## src/lrt_pkg.sv

```systemverilog
// Shared constants for the low rate clock timer: register map, fields and bus codes.
package lrt_pkg;
  // Data widths.
  localparam int unsigned DATA_W = 32;
  localparam int unsigned CNT_W  = 8;
  localparam int unsigned TAP_N  = 4;

  // Register indices; the byte address is four times the index.
  localparam logic [15:0] IDX_CONTROL = 16'h5000;
  localparam logic [15:0] IDX_COUNT   = 16'h5001;
  localparam logic [15:0] IDX_ENABLE  = 16'h5002;
  localparam logic [15:0] IDX_PENDING = 16'h5003;
  localparam int unsigned BYTE_SHIFT  = 2;

  // Control register fields.
  localparam int unsigned RUN_BIT   = 0;
  localparam int unsigned CLEAR_BIT = 4;

  // Flag and enable bit per tap: 1 Hz, 2 Hz, 8 Hz, 32 Hz.
  localparam int unsigned FLAG_1HZ  = 0;
  localparam int unsigned FLAG_2HZ  = 1;
  localparam int unsigned FLAG_8HZ  = 2;
  localparam int unsigned FLAG_32HZ = 3;

  // Counter bit that carries each tap, indexed like the flags.
  localparam int unsigned TAP_POS [TAP_N] = '{7, 6, 4, 2};

  // Reset values.
  localparam logic [CNT_W-1:0] CNT_RESET  = 8'h00;
  localparam logic [TAP_N-1:0] FLAG_RESET = 4'h0;

  // AXI4-Lite response codes.
  localparam logic [1:0] RESP_OKAY   = 2'h0;
  localparam logic [1:0] RESP_SLVERR = 2'h2;

  // Register select produced by the address decoder.
  typedef enum logic [2:0] {
    SEL_CONTROL = 3'b000,
    SEL_COUNT   = 3'b001,
    SEL_ENABLE  = 3'b010,
    SEL_PENDING = 3'b011,
    SEL_NONE    = 3'b100
  } lrt_sel_t;
endpackage : lrt_pkg

```

## src/lrt_count_core.sv

```systemverilog
// Tick synchroniser, run gating and the 8-bit tap counter of the low rate timer.
`timescale 1ns/1ps
`default_nettype none
module lrt_count_core
  import lrt_pkg::*;
#(
  parameter int unsigned CW = CNT_W
) (
  input  wire logic            clk,
  input  wire logic            rst,
  input  wire logic            tick_in,
  input  wire logic            sleep_in,
  input  wire logic            run_req,
  input  wire logic            clear,
  output var  logic [CW-1:0]   count,
  output var  logic            running,
  output var  logic [TAP_N-1:0] tap_fall
);
  logic tick_s1_ff;
  logic tick_s2_ff;
  logic tick_s3_ff;
  logic sleep_s1_ff;
  logic sleep_s2_ff;
  logic tick_fall;
  logic step;
  logic [CW-1:0] count_ff;
  logic [CW-1:0] nxt_count;
  logic          run_act_ff;
  logic [TAP_N-1:0] tap_ff;
  logic [TAP_N-1:0] nxt_tap;

  // Both pins come from other clock domains, so each passes two flops first.
  always_ff @(posedge clk) begin
    if (rst) begin
      tick_s1_ff  <= 1'b0;
      tick_s2_ff  <= 1'b0;
      tick_s3_ff  <= 1'b0;
      sleep_s1_ff <= 1'b0;
      sleep_s2_ff <= 1'b0;
    end else begin
      tick_s1_ff  <= tick_in;
      tick_s2_ff  <= tick_s1_ff;
      tick_s3_ff  <= tick_s2_ff;
      sleep_s1_ff <= sleep_in;
      sleep_s2_ff <= sleep_s1_ff;
    end
  end

  // A tick falling edge counts only while sleep is off.
  assign tick_fall = tick_s3_ff & ~tick_s2_ff;
  assign step      = tick_fall & ~sleep_s2_ff;

  // The run state follows the request only at a tick falling edge; since the
  // old state still decides that edge, a stop lets one more count through.
  always_ff @(posedge clk) begin
    if (rst) begin
      run_act_ff <= 1'b0;
    end else if (step) begin
      run_act_ff <= run_req;
    end
  end

  // Clear beats the increment; stopped counts hold their value.
  always_comb begin
    nxt_count = count_ff;
    if (clear) begin
      nxt_count = CNT_RESET;
    end else if (step && run_act_ff) begin
      nxt_count = count_ff + CW'(1);
    end
  end

  // A tap falls when its bit goes from one to zero on an increment.
  always_comb begin
    nxt_tap = '0;
    for (int i = 0; i < TAP_N; i++) begin
      nxt_tap[i] = !clear && step && run_act_ff &&
                   count_ff[TAP_POS[i]] && !nxt_count[TAP_POS[i]];
    end
  end

  // Counter and tap pulses.
  always_ff @(posedge clk) begin
    if (rst) begin
      count_ff <= CNT_RESET;
      tap_ff   <= '0;
    end else begin
      count_ff <= nxt_count;
      tap_ff   <= nxt_tap;
    end
  end

  assign count    = count_ff;
  assign running  = run_act_ff;
  assign tap_fall = tap_ff;
endmodule : lrt_count_core
`default_nettype wire

```

## src/lrt_timer.sv

```systemverilog
// Low rate clock timer top: AXI4-Lite register slave, flags and interrupt line.
`timescale 1ns/1ps
`default_nettype none
// What this block does
// - Run bit D0 starts counting when written 1, halts when written 0; resets 0.
// - Stopping and starting keeps the counter value; counting resumes from it.
// - Writing run and reset together clears the counter, then counts from zero.
// - Run and stop take effect at the next falling edge of the 256 Hz tick.
// - After a stop request the counter advances one more count before halting.
// - The run bit reads 1 after a stop request until counting really halts.
// - Falling edges of the 32, 8, 2 and 1 Hz taps set own flags.
// - One shared interrupt line is high while any enabled flag is pending.
// - Enable bits D3..D0 for 32, 8, 2, 1 Hz; all reset to disabled.
// - Writing 1 to a flag clears it, writing 0 does nothing; flags reset 0.
// - Flags sit in D3..D0 of the flag register; upper bits read zero.
// - Writing 1 to write-only bit D4 clears the counter; it reads 0.
// - A clear while running keeps counting from zero; stopped holds zero.
// - The 8-bit count is readable; writes to the count register do nothing.
// - The counter is 8-bit binary, stepped by the 256 Hz tick.
// - System reset also clears the counter, apart from the software bit.
// - No tick reaches the counter during sleep, so it does not advance.
module lrt_timer
  import lrt_pkg::*;
#(
  parameter int unsigned ADDR_W = 20
) (
  input  wire logic                 SYS_CLK,
  input  wire logic                 RST,
  input  wire logic                 TICK_256HZ,
  input  wire logic                 SLEEP_ACTIVE,
  input  wire logic [ADDR_W-1:0]    AWADDR,
  input  wire logic [2:0]           AWPROT,
  input  wire logic                 AWVALID,
  output var  logic                 AWREADY,
  input  wire logic [DATA_W-1:0]    WDATA,
  input  wire logic [DATA_W/8-1:0]  WSTRB,
  input  wire logic                 WVALID,
  output var  logic                 WREADY,
  output var  logic [1:0]           BRESP,
  output var  logic                 BVALID,
  input  wire logic                 BREADY,
  input  wire logic [ADDR_W-1:0]    ARADDR,
  input  wire logic [2:0]           ARPROT,
  input  wire logic                 ARVALID,
  output var  logic                 ARREADY,
  output var  logic [DATA_W-1:0]    RDATA,
  output var  logic [1:0]           RRESP,
  output var  logic                 RVALID,
  input  wire logic                 RREADY,
  output var  logic                 IRQ
);
  import lrt_pkg::*;

  // Decodes a byte address into a register select; misaligned is unmapped.
  function automatic lrt_sel_t decode(input logic [ADDR_W-1:0] addr);
    lrt_sel_t sel;
    sel = SEL_NONE;
    if (addr == ADDR_W'({IDX_CONTROL, 2'b00})) begin
      sel = SEL_CONTROL;
    end else if (addr == ADDR_W'({IDX_COUNT, 2'b00})) begin
      sel = SEL_COUNT;
    end else if (addr == ADDR_W'({IDX_ENABLE, 2'b00})) begin
      sel = SEL_ENABLE;
    end else if (addr == ADDR_W'({IDX_PENDING, 2'b00})) begin
      sel = SEL_PENDING;
    end
    return sel;
  endfunction : decode

  // Write channel state.
  logic                awready_ff;
  logic                wready_ff;
  logic                aw_held_ff;
  logic                w_held_ff;
  logic [ADDR_W-1:0]   awaddr_ff;
  logic [DATA_W-1:0]   wdata_ff;
  logic [DATA_W/8-1:0] wstrb_ff;
  logic                bvalid_ff;
  logic [1:0]          bresp_ff;
  logic                nxt_aw_held;
  logic                nxt_w_held;
  logic                nxt_bvalid;
  logic                aw_hs;
  logic                w_hs;
  logic                do_write;
  lrt_sel_t            wr_sel;
  logic                wr_lane;

  // Read channel state.
  logic                arready_ff;
  logic                rvalid_ff;
  logic [DATA_W-1:0]   rdata_ff;
  logic [1:0]          rresp_ff;
  logic                nxt_rvalid;
  logic                ar_hs;
  lrt_sel_t            rd_sel;
  logic [DATA_W-1:0]   rd_word;

  // Timer registers and core view.
  logic                run_req_ff;
  logic [TAP_N-1:0]    enable_ff;
  logic [TAP_N-1:0]    pending_ff;
  logic [TAP_N-1:0]    nxt_pending;
  logic                irq_ff;
  logic                clear_pulse;
  logic [CNT_W-1:0]    count_val;
  logic                running;
  logic [TAP_N-1:0]    tap_fall;
  logic                run_read;

  // Handshakes on the three request channels.
  assign aw_hs = AWVALID & awready_ff;
  assign w_hs  = WVALID & wready_ff;
  assign ar_hs = ARVALID & arready_ff;

  // Address and data may arrive in either order; the write fires once both
  // are held and no response is still waiting.
  assign do_write = aw_held_ff & w_held_ff & ~bvalid_ff;
  assign wr_sel   = decode(awaddr_ff);
  assign wr_lane  = wstrb_ff[0];

  // Next values of the write channel holders.
  always_comb begin
    nxt_aw_held = aw_held_ff;
    nxt_w_held  = w_held_ff;
    nxt_bvalid  = bvalid_ff;
    if (aw_hs) begin
      nxt_aw_held = 1'b1;
    end else if (do_write) begin
      nxt_aw_held = 1'b0;
    end
    if (w_hs) begin
      nxt_w_held = 1'b1;
    end else if (do_write) begin
      nxt_w_held = 1'b0;
    end
    if (do_write) begin
      nxt_bvalid = 1'b1;
    end else if (bvalid_ff && BREADY) begin
      nxt_bvalid = 1'b0;
    end
  end

  // Write channel flops. Readies stay low until the response is taken, which
  // keeps only one write in flight and spares a buffer.
  always_ff @(posedge SYS_CLK) begin
    if (RST) begin
      aw_held_ff <= 1'b0;
      w_held_ff  <= 1'b0;
      bvalid_ff  <= 1'b0;
      awready_ff <= 1'b0;
      wready_ff  <= 1'b0;
      bresp_ff   <= RESP_OKAY;
    end else begin
      aw_held_ff <= nxt_aw_held;
      w_held_ff  <= nxt_w_held;
      bvalid_ff  <= nxt_bvalid;
      awready_ff <= ~nxt_aw_held & ~nxt_bvalid;
      wready_ff  <= ~nxt_w_held & ~nxt_bvalid;
      if (do_write) begin
        bresp_ff <= (wr_sel == SEL_NONE) ? RESP_SLVERR : RESP_OKAY;
      end
    end
  end

  // Captured address and data.
  always_ff @(posedge SYS_CLK) begin
    if (RST) begin
      awaddr_ff <= '0;
      wdata_ff  <= '0;
      wstrb_ff  <= '0;
    end else begin
      if (aw_hs) begin
        awaddr_ff <= AWADDR;
      end
      if (w_hs) begin
        wdata_ff <= WDATA;
        wstrb_ff <= WSTRB;
      end
    end
  end

  // The clear bit is a pulse, never stored, so it always reads back zero.
  assign clear_pulse = do_write && wr_lane && (wr_sel == SEL_CONTROL) &&
                       wdata_ff[CLEAR_BIT];

  // Run request bit.
  always_ff @(posedge SYS_CLK) begin
    if (RST) begin
      run_req_ff <= 1'b0;
    end else if (do_write && wr_lane && wr_sel == SEL_CONTROL) begin
      run_req_ff <= wdata_ff[RUN_BIT];
    end
  end

  // Interrupt enables.
  always_ff @(posedge SYS_CLK) begin
    if (RST) begin
      enable_ff <= FLAG_RESET;
    end else if (do_write && wr_lane && wr_sel == SEL_ENABLE) begin
      enable_ff <= wdata_ff[TAP_N-1:0];
    end
  end

  // Pending flags: a tap edge in the clearing cycle wins over the clear.
  always_comb begin
    nxt_pending = pending_ff;
    if (do_write && wr_lane && wr_sel == SEL_PENDING) begin
      nxt_pending = pending_ff & ~wdata_ff[TAP_N-1:0];
    end
    nxt_pending = nxt_pending | tap_fall;
  end

  always_ff @(posedge SYS_CLK) begin
    if (RST) begin
      pending_ff <= FLAG_RESET;
    end else begin
      pending_ff <= nxt_pending;
    end
  end

  // One shared request line, registered so it is glitch free.
  always_ff @(posedge SYS_CLK) begin
    if (RST) begin
      irq_ff <= 1'b0;
    end else begin
      irq_ff <= |(pending_ff & enable_ff);
    end
  end

  // A stop request reads as running until the core has really halted.
  assign run_read = run_req_ff | running;

  // Read data mux; reserved bits and the clear bit read zero.
  assign rd_sel = decode(ARADDR);
  always_comb begin
    rd_word = '0;
    unique case (rd_sel)
      SEL_CONTROL: begin
        rd_word[RUN_BIT] = run_read;
      end
      SEL_COUNT: begin
        rd_word[CNT_W-1:0] = count_val;
      end
      SEL_ENABLE: begin
        rd_word[TAP_N-1:0] = enable_ff;
      end
      SEL_PENDING: begin
        rd_word[TAP_N-1:0] = pending_ff;
      end
      SEL_NONE: begin
        rd_word = '0;
      end
    endcase
  end

  // Read response valid, held until the master takes it.
  always_comb begin
    nxt_rvalid = rvalid_ff;
    if (ar_hs) begin
      nxt_rvalid = 1'b1;
    end else if (rvalid_ff && RREADY) begin
      nxt_rvalid = 1'b0;
    end
  end

  // Read channel flops; the data is sampled at the address handshake, so a
  // running count is captured whole from its register and one read is enough.
  always_ff @(posedge SYS_CLK) begin
    if (RST) begin
      rvalid_ff  <= 1'b0;
      arready_ff <= 1'b0;
      rdata_ff   <= '0;
      rresp_ff   <= RESP_OKAY;
    end else begin
      rvalid_ff  <= nxt_rvalid;
      arready_ff <= ~nxt_rvalid;
      if (ar_hs) begin
        rdata_ff <= rd_word;
        rresp_ff <= (rd_sel == SEL_NONE) ? RESP_SLVERR : RESP_OKAY;
      end
    end
  end

  // Counter core; writes to the count register have no path into it.
  lrt_count_core #(
    .CW       (CNT_W)
  ) u_core (
    .clk      (SYS_CLK),
    .rst      (RST),
    .tick_in  (TICK_256HZ),
    .sleep_in (SLEEP_ACTIVE),
    .run_req  (run_req_ff),
    .clear    (clear_pulse),
    .count    (count_val),
    .running  (running),
    .tap_fall (tap_fall)
  );

  // Outputs straight from flops.
  assign AWREADY = awready_ff;
  assign WREADY  = wready_ff;
  assign BVALID  = bvalid_ff;
  assign BRESP   = bresp_ff;
  assign ARREADY = arready_ff;
  assign RVALID  = rvalid_ff;
  assign RDATA   = rdata_ff;
  assign RRESP   = rresp_ff;
  assign IRQ     = irq_ff;
endmodule : lrt_timer
`default_nettype wire

```

## config.mk

```make
export PLATFORM = sky130hd
export DESIGN_NAME = lrt_timer
export DESIGN_NICKNAME = d
export VERILOG_FILES = /design/src/lrt_pkg.sv /design/src/lrt_count_core.sv /design/src/lrt_timer.sv
export SDC_FILE = /design/constraint.sdc
export NUM_CORES = 1
export LEC_CHECK = 0
export BUFFER_PORTS_ARGS = -buffer_cell sky130_fd_sc_hd__buf_2
export CAP_MARGIN = 20
export CORE_MARGIN = 1.5
export CORE_UTILIZATION = 50
export DETAILED_ROUTE_END_ITERATION = 8
export PLACE_DENSITY = 0.84
export SLEW_MARGIN = 20
export SYNTH_ARGS = -nofsm -noshare
export SYNTH_HDL_FRONTEND = slang
export SYNTH_SLANG_ARGS = --single-unit
```

## constraint.sdc

```tcl
create_clock -name SYS_CLK -period 4.8 [get_ports SYS_CLK]
set_clock_uncertainty 0.15 [all_clocks]
set_input_delay 0.72 -clock SYS_CLK [delete_from_list [all_inputs] [get_ports SYS_CLK]]
set_output_delay 0.72 -clock SYS_CLK [all_outputs]
set_load 0.005 [all_outputs]
```

Word level (Yosys, flattened, before mapping) --
Cells that the tools add are included.
Word-level totals: output and inout bits 42, bits of input ports 91, word-level logic and storage cells 114, register bits 73
Operators by class: bitwise operators 21, reduce and logical (&&, ||, !) cells 27, mux-type cells 24, add/sub/neg operators 1, equality and inequality tests 15
Operators by type and width (count):
- $eq A20 B17 Y1 const B | 8
- $mux W3 | 8
- $logic_and A1 B1 Y1 | 18
- $mux W8 | 2
- $eq A3 B2 Y1 const B | 4
- $and A1 B1 Y1 | 9
- $pmux W3 S3 | 1
- $add A8 B1 Y8 const B | 1
- $and A4 B4 Y4 | 2
- $mux W1 | 8
- $mux W4 | 2
- $not A1 Y1 | 7
- $eq A3 B3 Y1 const B | 2
- $logic_not A3 Y1 | 2
- $logic_not A1 Y1 | 5
- $pmux W1 S5 | 1
- $mux W2 | 2
- $not A4 Y4 | 1
- $or A4 B4 Y4 | 1
- $reduce_or A4 Y1 | 1
- $eq A3 B1 Y1 const B | 1
- $reduce_or A2 Y1 | 1
- $or A1 B1 Y1 | 1

Logic depth before layout (Yosys ltp) --
depth in word-level cells 13, gate-level depth with buffers 5, mapped depth without buffers 5

Cells and area by module --
A second synthesis with hierarchy kept.
Unflattened totals: cells, all modules 358, area total of the unflattened synthesis 3045.4 um^2
By module, submodules not included:
- lrt_timer | times used 1, sequential area each 1061.0 um^2, area an instance 2349.8 um^2, cells each 289
- lrt_count_core | times used 1, sequential area each 360.3 um^2, area an instance 695.7 um^2, cells each 69

Worst setup path after synthesis --
Ideal clock, no wire load.
path type input port to flip-flop, from input ARADDR[17], to register rdata_ff[0], in the netlist RDATA[0], path slack 2.833 ns, data arrival time 1.743 ns, cell stages on the path 5, path buffers 1, library setup time 0.074 ns, cell sequence nor4b_1 > nand4b_1 > or3_1 > clkbuf_1 > o21ai_0
Between the ends: longest elaborated chain between the ends 7
Ends and longest elaborated chain:
- start: declaration | RTL line lrt_timer.sv:42 | input wire logic [ADDR_W-1:0] ARADDR,
- $eq A20 B17 Y1 | RTL line lrt_timer.sv:64 | end else if (addr == ADDR_W'({IDX_PENDING, 2'b00})) begin
- $mux W3 | RTL line lrt_timer.sv:64
- $mux W3 | RTL line lrt_timer.sv:62 | end else if (addr == ADDR_W'({IDX_ENABLE, 2'b00})) begin
- $mux W3 | RTL line lrt_timer.sv:60 | end else if (addr == ADDR_W'({IDX_COUNT, 2'b00})) begin
- $mux W3 (*) | RTL line lrt_timer.sv:58 | if (addr == ADDR_W'({IDX_CONTROL, 2'b00})) begin
- $eq A3 B3 Y1, or another cell as far along | RTL line lrt_timer.sv:238 | unique case (rd_sel)
- $pmux W1 S5 (*) | RTL line lrt_timer.sv:238
- end signal: assignment | RTL line lrt_timer.sv:279 | rdata_ff <= rd_word;
- end: declaration | RTL line lrt_timer.sv:92 | logic [DATA_W-1:0] rdata_ff;
Mark *: on every way between the ends. The rest lies on a longest branch, timed or not. A chain may end at the register's enable or synchronous reset.

Worst setup path in the final report --
from register awaddr_ff[11], to register u_core.tap_ff[1], in the netlist u_core.tap_fall[1]
Between the ends: longest elaborated chain between the ends 13
Ends and longest elaborated chain:
- start: declaration | RTL line lrt_timer.sv:75 | logic [ADDR_W-1:0] awaddr_ff;
- start signal: assignment | RTL line lrt_timer.sv:169 | awaddr_ff <= '0;
- start signal: assignment | RTL line lrt_timer.sv:174 | awaddr_ff <= AWADDR;
- $eq A20 B17 Y1 | RTL line lrt_timer.sv:64
- $mux W3 | RTL line lrt_timer.sv:64
- $mux W3 | RTL line lrt_timer.sv:62
- $mux W3 | RTL line lrt_timer.sv:60
- $mux W3 (*) | RTL line lrt_timer.sv:58
- $logic_not A3 Y1 (*) | RTL line lrt_timer.sv:184 | assign clear_pulse = do_write && wr_lane && (wr_sel == SEL_CONTROL) &&
- $logic_and A1 B1 Y1 (*) (2 in series) | RTL line lrt_timer.sv:184
- $logic_not A1 Y1 | RTL line lrt_count_core.sv:77 | nxt_tap[i] = !clear && step && run_act_ff &&
- $logic_and A1 B1 Y1 (3 in series) | RTL line lrt_count_core.sv:77
- $logic_and A1 B1 Y1 (*) | RTL line lrt_count_core.sv:78 | count_ff[TAP_POS[i]] && !nxt_count[TAP_POS[i]];
- end signal: assignment | RTL line lrt_count_core.sv:89 | tap_ff <= nxt_tap;
- end: declaration | RTL line lrt_count_core.sv:29 | logic [TAP_N-1:0] tap_ff;
Marked as above.

==> report_table.html <==
<table>
<tr><th>Metric</th><th>Value</th></tr>
<tr><th colspan="2">CTS</th></tr>
<tr><td>Total setup buffers inserted after CTS</td><td>0</td></tr>
<tr><td>Clock net sink count</td><td>71</td></tr>
<tr><td>Clk buf depth</td><td>2</td></tr>
<tr><td>Clock-pin slew reported for the worst setup and hold paths after clock tree synthesis</td><td>0.07 ns</td></tr>
<tr><td>Number of buffers added by the clock tree synthesis step</td><td>9</td></tr>
<tr><td>H-tree levels</td><td>3</td></tr>
<tr><td>CTS-repair resized insts</td><td>0</td></tr>
<tr><td>Clock latency at the later pin of the worst-skew pair</td><td>0.34 ns</td></tr>
<tr><td>Clock tree from TritonCTS</td><td>done</td></tr>
<tr><td>Hold-fix buffers, CTS</td><td>0</td></tr>
<tr><td>Root buf cell</td><td>clkbuf_8</td></tr>
<tr><th colspan="2">STA</th></tr>
<tr><td>Final setup violating endpoints</td><td>0</td></tr>
<tr><td>Max-slew violation total from the final report</td><td>0</td></tr>
<tr><td>Relative slew slack</td><td>33.0%</td></tr>
<tr><td>Period minus WS final</td><td>2.39 ns</td></tr>
<tr><td>RSZ-0062 raised after global routing</td><td>false</td></tr>
<tr><td>Final count of hold timing violations</td><td>0</td></tr>
<tr><td>Final Hold Slack</td><td>0.300 ns</td></tr>
<tr><td>Final-layout setup total negative slack</td><td>0 ns</td></tr>
<tr><td>Period Utilization, post-route</td><td>49.8%</td></tr>
<tr><td>Achievable frequency</td><td>418 MHz</td></tr>
<tr><td>Worst-margin pin slew</td><td>0.992 ns</td></tr>
<tr><th colspan="2">Worst setup path</th></tr>
<tr><td>CP Capture Type</td><td>flop</td></tr>
<tr><td>Critical path required time</td><td>4.85 ns</td></tr>
<tr><td>Maximum fanout count along the critical path</td><td>12</td></tr>
<tr><td>Class of the most critical setup path</td><td>flop to flop</td></tr>
<tr><td>Arrival time of the worst setup path</td><td>2.44 ns</td></tr>
<tr><td>Worst Setup Start Kind</td><td>flop</td></tr>
<tr><th colspan="2">Pwr</th></tr>
<tr><td>Leakage</td><td>1.38 nW</td></tr>
<tr><td>Pwr Density</td><td>355 nW/um^2</td></tr>
<tr><td>Peak VDD IR</td><td>0.000197 V</td></tr>
<tr><th colspan="2">Global route</th></tr>
<tr><td>First-pass GRT wire length</td><td>9750 um</td></tr>
<tr><td>Number of antenna violations at the first check in global routing</td><td>0</td></tr>
<tr><td>Maximum number of pins on one net before global-route repair</td><td>52</td></tr>
<tr><td>Global route overflow</td><td>0</td></tr>
<tr><td>Total routing usage reported by global routing</td><td>19.7%</td></tr>
<tr><td>Via count of the first global-routing pass</td><td>2297</td></tr>
<tr><th colspan="2">Routing</th></tr>
<tr><td>DRT antenna net count</td><td>0</td></tr>
<tr><td>Remaining DRCs</td><td>0</td></tr>
<tr><td>1st-iter DRT viols</td><td>96</td></tr>
<tr><td>Sum of routed wire length over all layers</td><td>5990 um</td></tr>
<tr><td>Mean routed wirelength per cell</td><td>12.2 um</td></tr>
<tr><td>Vias post-DR</td><td>2541</td></tr>
<tr><td>Detailed-routing iteration count for the pre-antenna-repair pass</td><td>4</td></tr>
<tr><td>Per-cell via count in the routed design</td><td>5.15</td></tr>
<tr><th colspan="2">Logic synthesis</th></tr>
<tr><td>Synth Warn #</td><td>0</td></tr>
<tr><td>Post-synth EDFFs</td><td>0</td></tr>
<tr><td>Leading post-synthesis cells by cell area</td><td>dfxtp_1 (48%), nand2_1 (8.7%), buf_4 (6.8%), a21oi_1 (6.7%), o21ai_0 (2.4%)</td></tr>
<tr><td>Post-synthesis sequential area ratio</td><td>47.9%</td></tr>
<tr><td>Most used standard cell by instance count after synthesis</td><td>dfxtp_1</td></tr>
<tr><td>Share of the synthesized area in the top cell type</td><td>47.9%</td></tr>
<tr><td>Cell types with the highest counts after synthesis</td><td>dfxtp_1 (71), nand2_1 (69), a21oi_1 (40), buf_4 (27), nor2_1 (16)</td></tr>
<tr><td>Most frequently used flop master after synthesis</td><td>dfxtp_1</td></tr>
<tr><td>Fraction of registers with async set or reset after synthesis</td><td>0%</td></tr>
<tr><td>Mean Syn Cell Area</td><td>8.46 sq um</td></tr>
<tr><td>Number of instances in the synthesized netlist</td><td>351</td></tr>
<tr><td>Combined area of all synthesized cells</td><td>2970 sq um</td></tr>
<tr><td>Yosys top cell by area</td><td>dfxtp_1</td></tr>
<tr><td>FF+latch count, synth</td><td>71</td></tr>
<tr><td>Unique cell type count in the Yosys netlist</td><td>38</td></tr>
<tr><th colspan="2">Status</th></tr>
<tr><td>Result of the run</td><td>completed</td></tr>
<tr><th colspan="2">Layout</th></tr>
<tr><td>Combined flip-flop and latch cell area</td><td>1420 sq um</td></tr>
<tr><td>Nets@finish</td><td>508</td></tr>
<tr><td>Signed area change from the synthesized netlist to the final layout</td><td>16.9%</td></tr>
<tr><td>Antenna cell count</td><td>0</td></tr>
<tr><td>Fraction of layout cells with a size suffix above 1</td><td>22.3%</td></tr>
<tr><td>Fill cell count</td><td>506</td></tr>
<tr><td>Area of the multi-input gates</td><td>1350 sq um</td></tr>
<tr><th colspan="2">Die</th></tr>
<tr><td>Number of top-level pins</td><td>133</td></tr>
<tr><td>Initial Util</td><td>52.9%</td></tr>
<tr><td>Area of the die</td><td>6410 sq um</td></tr>
<tr><td>CORE AREA</td><td>5610 sq um</td></tr>
<tr><td>Die Width</td><td>80.0 um</td></tr>
<tr><td>Die Y-Extent</td><td>80.0 um</td></tr>
<tr><td>Site row count</td><td>27</td></tr>
<tr><th colspan="2">Placed design</th></tr>
<tr><td>Gpl congestion</td><td>0.817</td></tr>
<tr><td>Half-perimeter wire length after placement</td><td>4360 um</td></tr>
<tr><td>Count of buffers inserted at the top-level ports</td><td>70</td></tr>
<tr><th colspan="2">Hold path</th></tr>
<tr><td>Class of the tightest hold or removal check</td><td>flop to flop</td></tr>
<tr><th colspan="2">Job</th></tr>
<tr><td>MaxCap Viol Count</td><td>0</td></tr>
</table>
stage by stage:
step	total power (W)	cells	area, sq um	util [%]	worst slack (ns)
3_3_place_gp	0.000718	477	3250	57.9	2.48
3_5_place_dp	0.000721	477	3250	57.9	2.37
6_report	0.00123	493	3470	61.9	2.41
4_1_cts	0.00124	493	3470	61.9	2.38
5_1_grt	0.00128	493	3470	61.9	2.21
2_1_floorplan	0.000700	376	3060	-	2.83
final timing paths:
kind	start	endpoint	slack, ns	depth (start not counted)
setup / recovery	awaddr_ff[11]	u_core.tap_fall[1]	2.41	4
hold / removal	u_core.sleep_s1_ff	u_core.sleep_s2_ff	0.30	1
setup reg to reg	awaddr_ff[11]	u_core.tap_fall[1]	2.41	4
hold reg to reg	u_core.sleep_s1_ff	u_core.sleep_s2_ff	0.30	1
placed cells by master, fill, tap and decap left out, types with 2 or more instances in the layout:
cell type,synthesis,layout
bufinv_16,0,2
mux2_2,4,4
xnor2_1,3,3
conb_1,1,26
nand2_1,69,69
a22oi_1,5,5
xor2_1,4,4
nor2_1,16,16
nor3b_1,2,2
clkbuf_8,0,10
a311oi_1,4,4
nor4b_1,5,5
nand4b_1,2,2
nand3_1,13,13
a21oi_1,40,40
buf_2,0,70
nand2b_1,4,4
nor3_1,9,9
or4_1,2,2
nor2b_1,8,8
nand4_1,3,3
inv_1,10,10
dfxtp_1,71,71
or3_1,3,3
nor4_1,4,4
and3_1,3,3
o21ai_0,14,14
power breakdown:
group          switching (W)  internal, W   total, W
clock               0.000218     0.000307   0.000524
combinational      0.0000518    0.0000387  0.0000905
sequential         0.0000121     0.000606   0.000618
sequential cells by signal, summed over array words and instances (netlist names), 4 cells and up:
| name | count |
|---|---|
| enable_ff | 4 |
| wdata_ff | 5 |
| u_core.count | 8 |
| RDATA | 8 |
| u_core.tap_fall | 4 |
| pending_ff | 4 |
| awaddr_ff | 20 |
critical path, cell delays in order, from the launching register on:
cell and delay (ns):
dfxtp_1 0.32, nor4b_1 0.42, nand3_1 0.41, o41ai_4 0.82, nor3_1 0.14
cell type report:
cell class | instances | share of cell area, %
repair buffers | 70 | 10.1
clock buffers | 11 | 4.08
inverters | 10 | 1.08
clock inverters | 5 | 2.34
flip-flops and latches | 71 | 41.0
well taps | 72 | 2.60
multi-input cells | 254 | 38.8
cell families after synthesis:
group	count (synthesis)	share of synthesized area (%)
mux	5	1.85
xor+xnor	7	2.07
flops	71	47.9
simple gates	150	25.0
compound gates	65	12.7
fa+ha+maj	1	0.422
buf+inv	51	9.87
other cells	1	0.126
routing by layer:
layer  vias up  wire, um  GRT usage, %
li1       1280         -             -
met1      1182      2630          21.9
met2        75      2980          34.6
met3         4       347          6.29
met4         0        43          7.59
met5         -         0             0
Note: power is estimated with default switching activity, not from simulation.
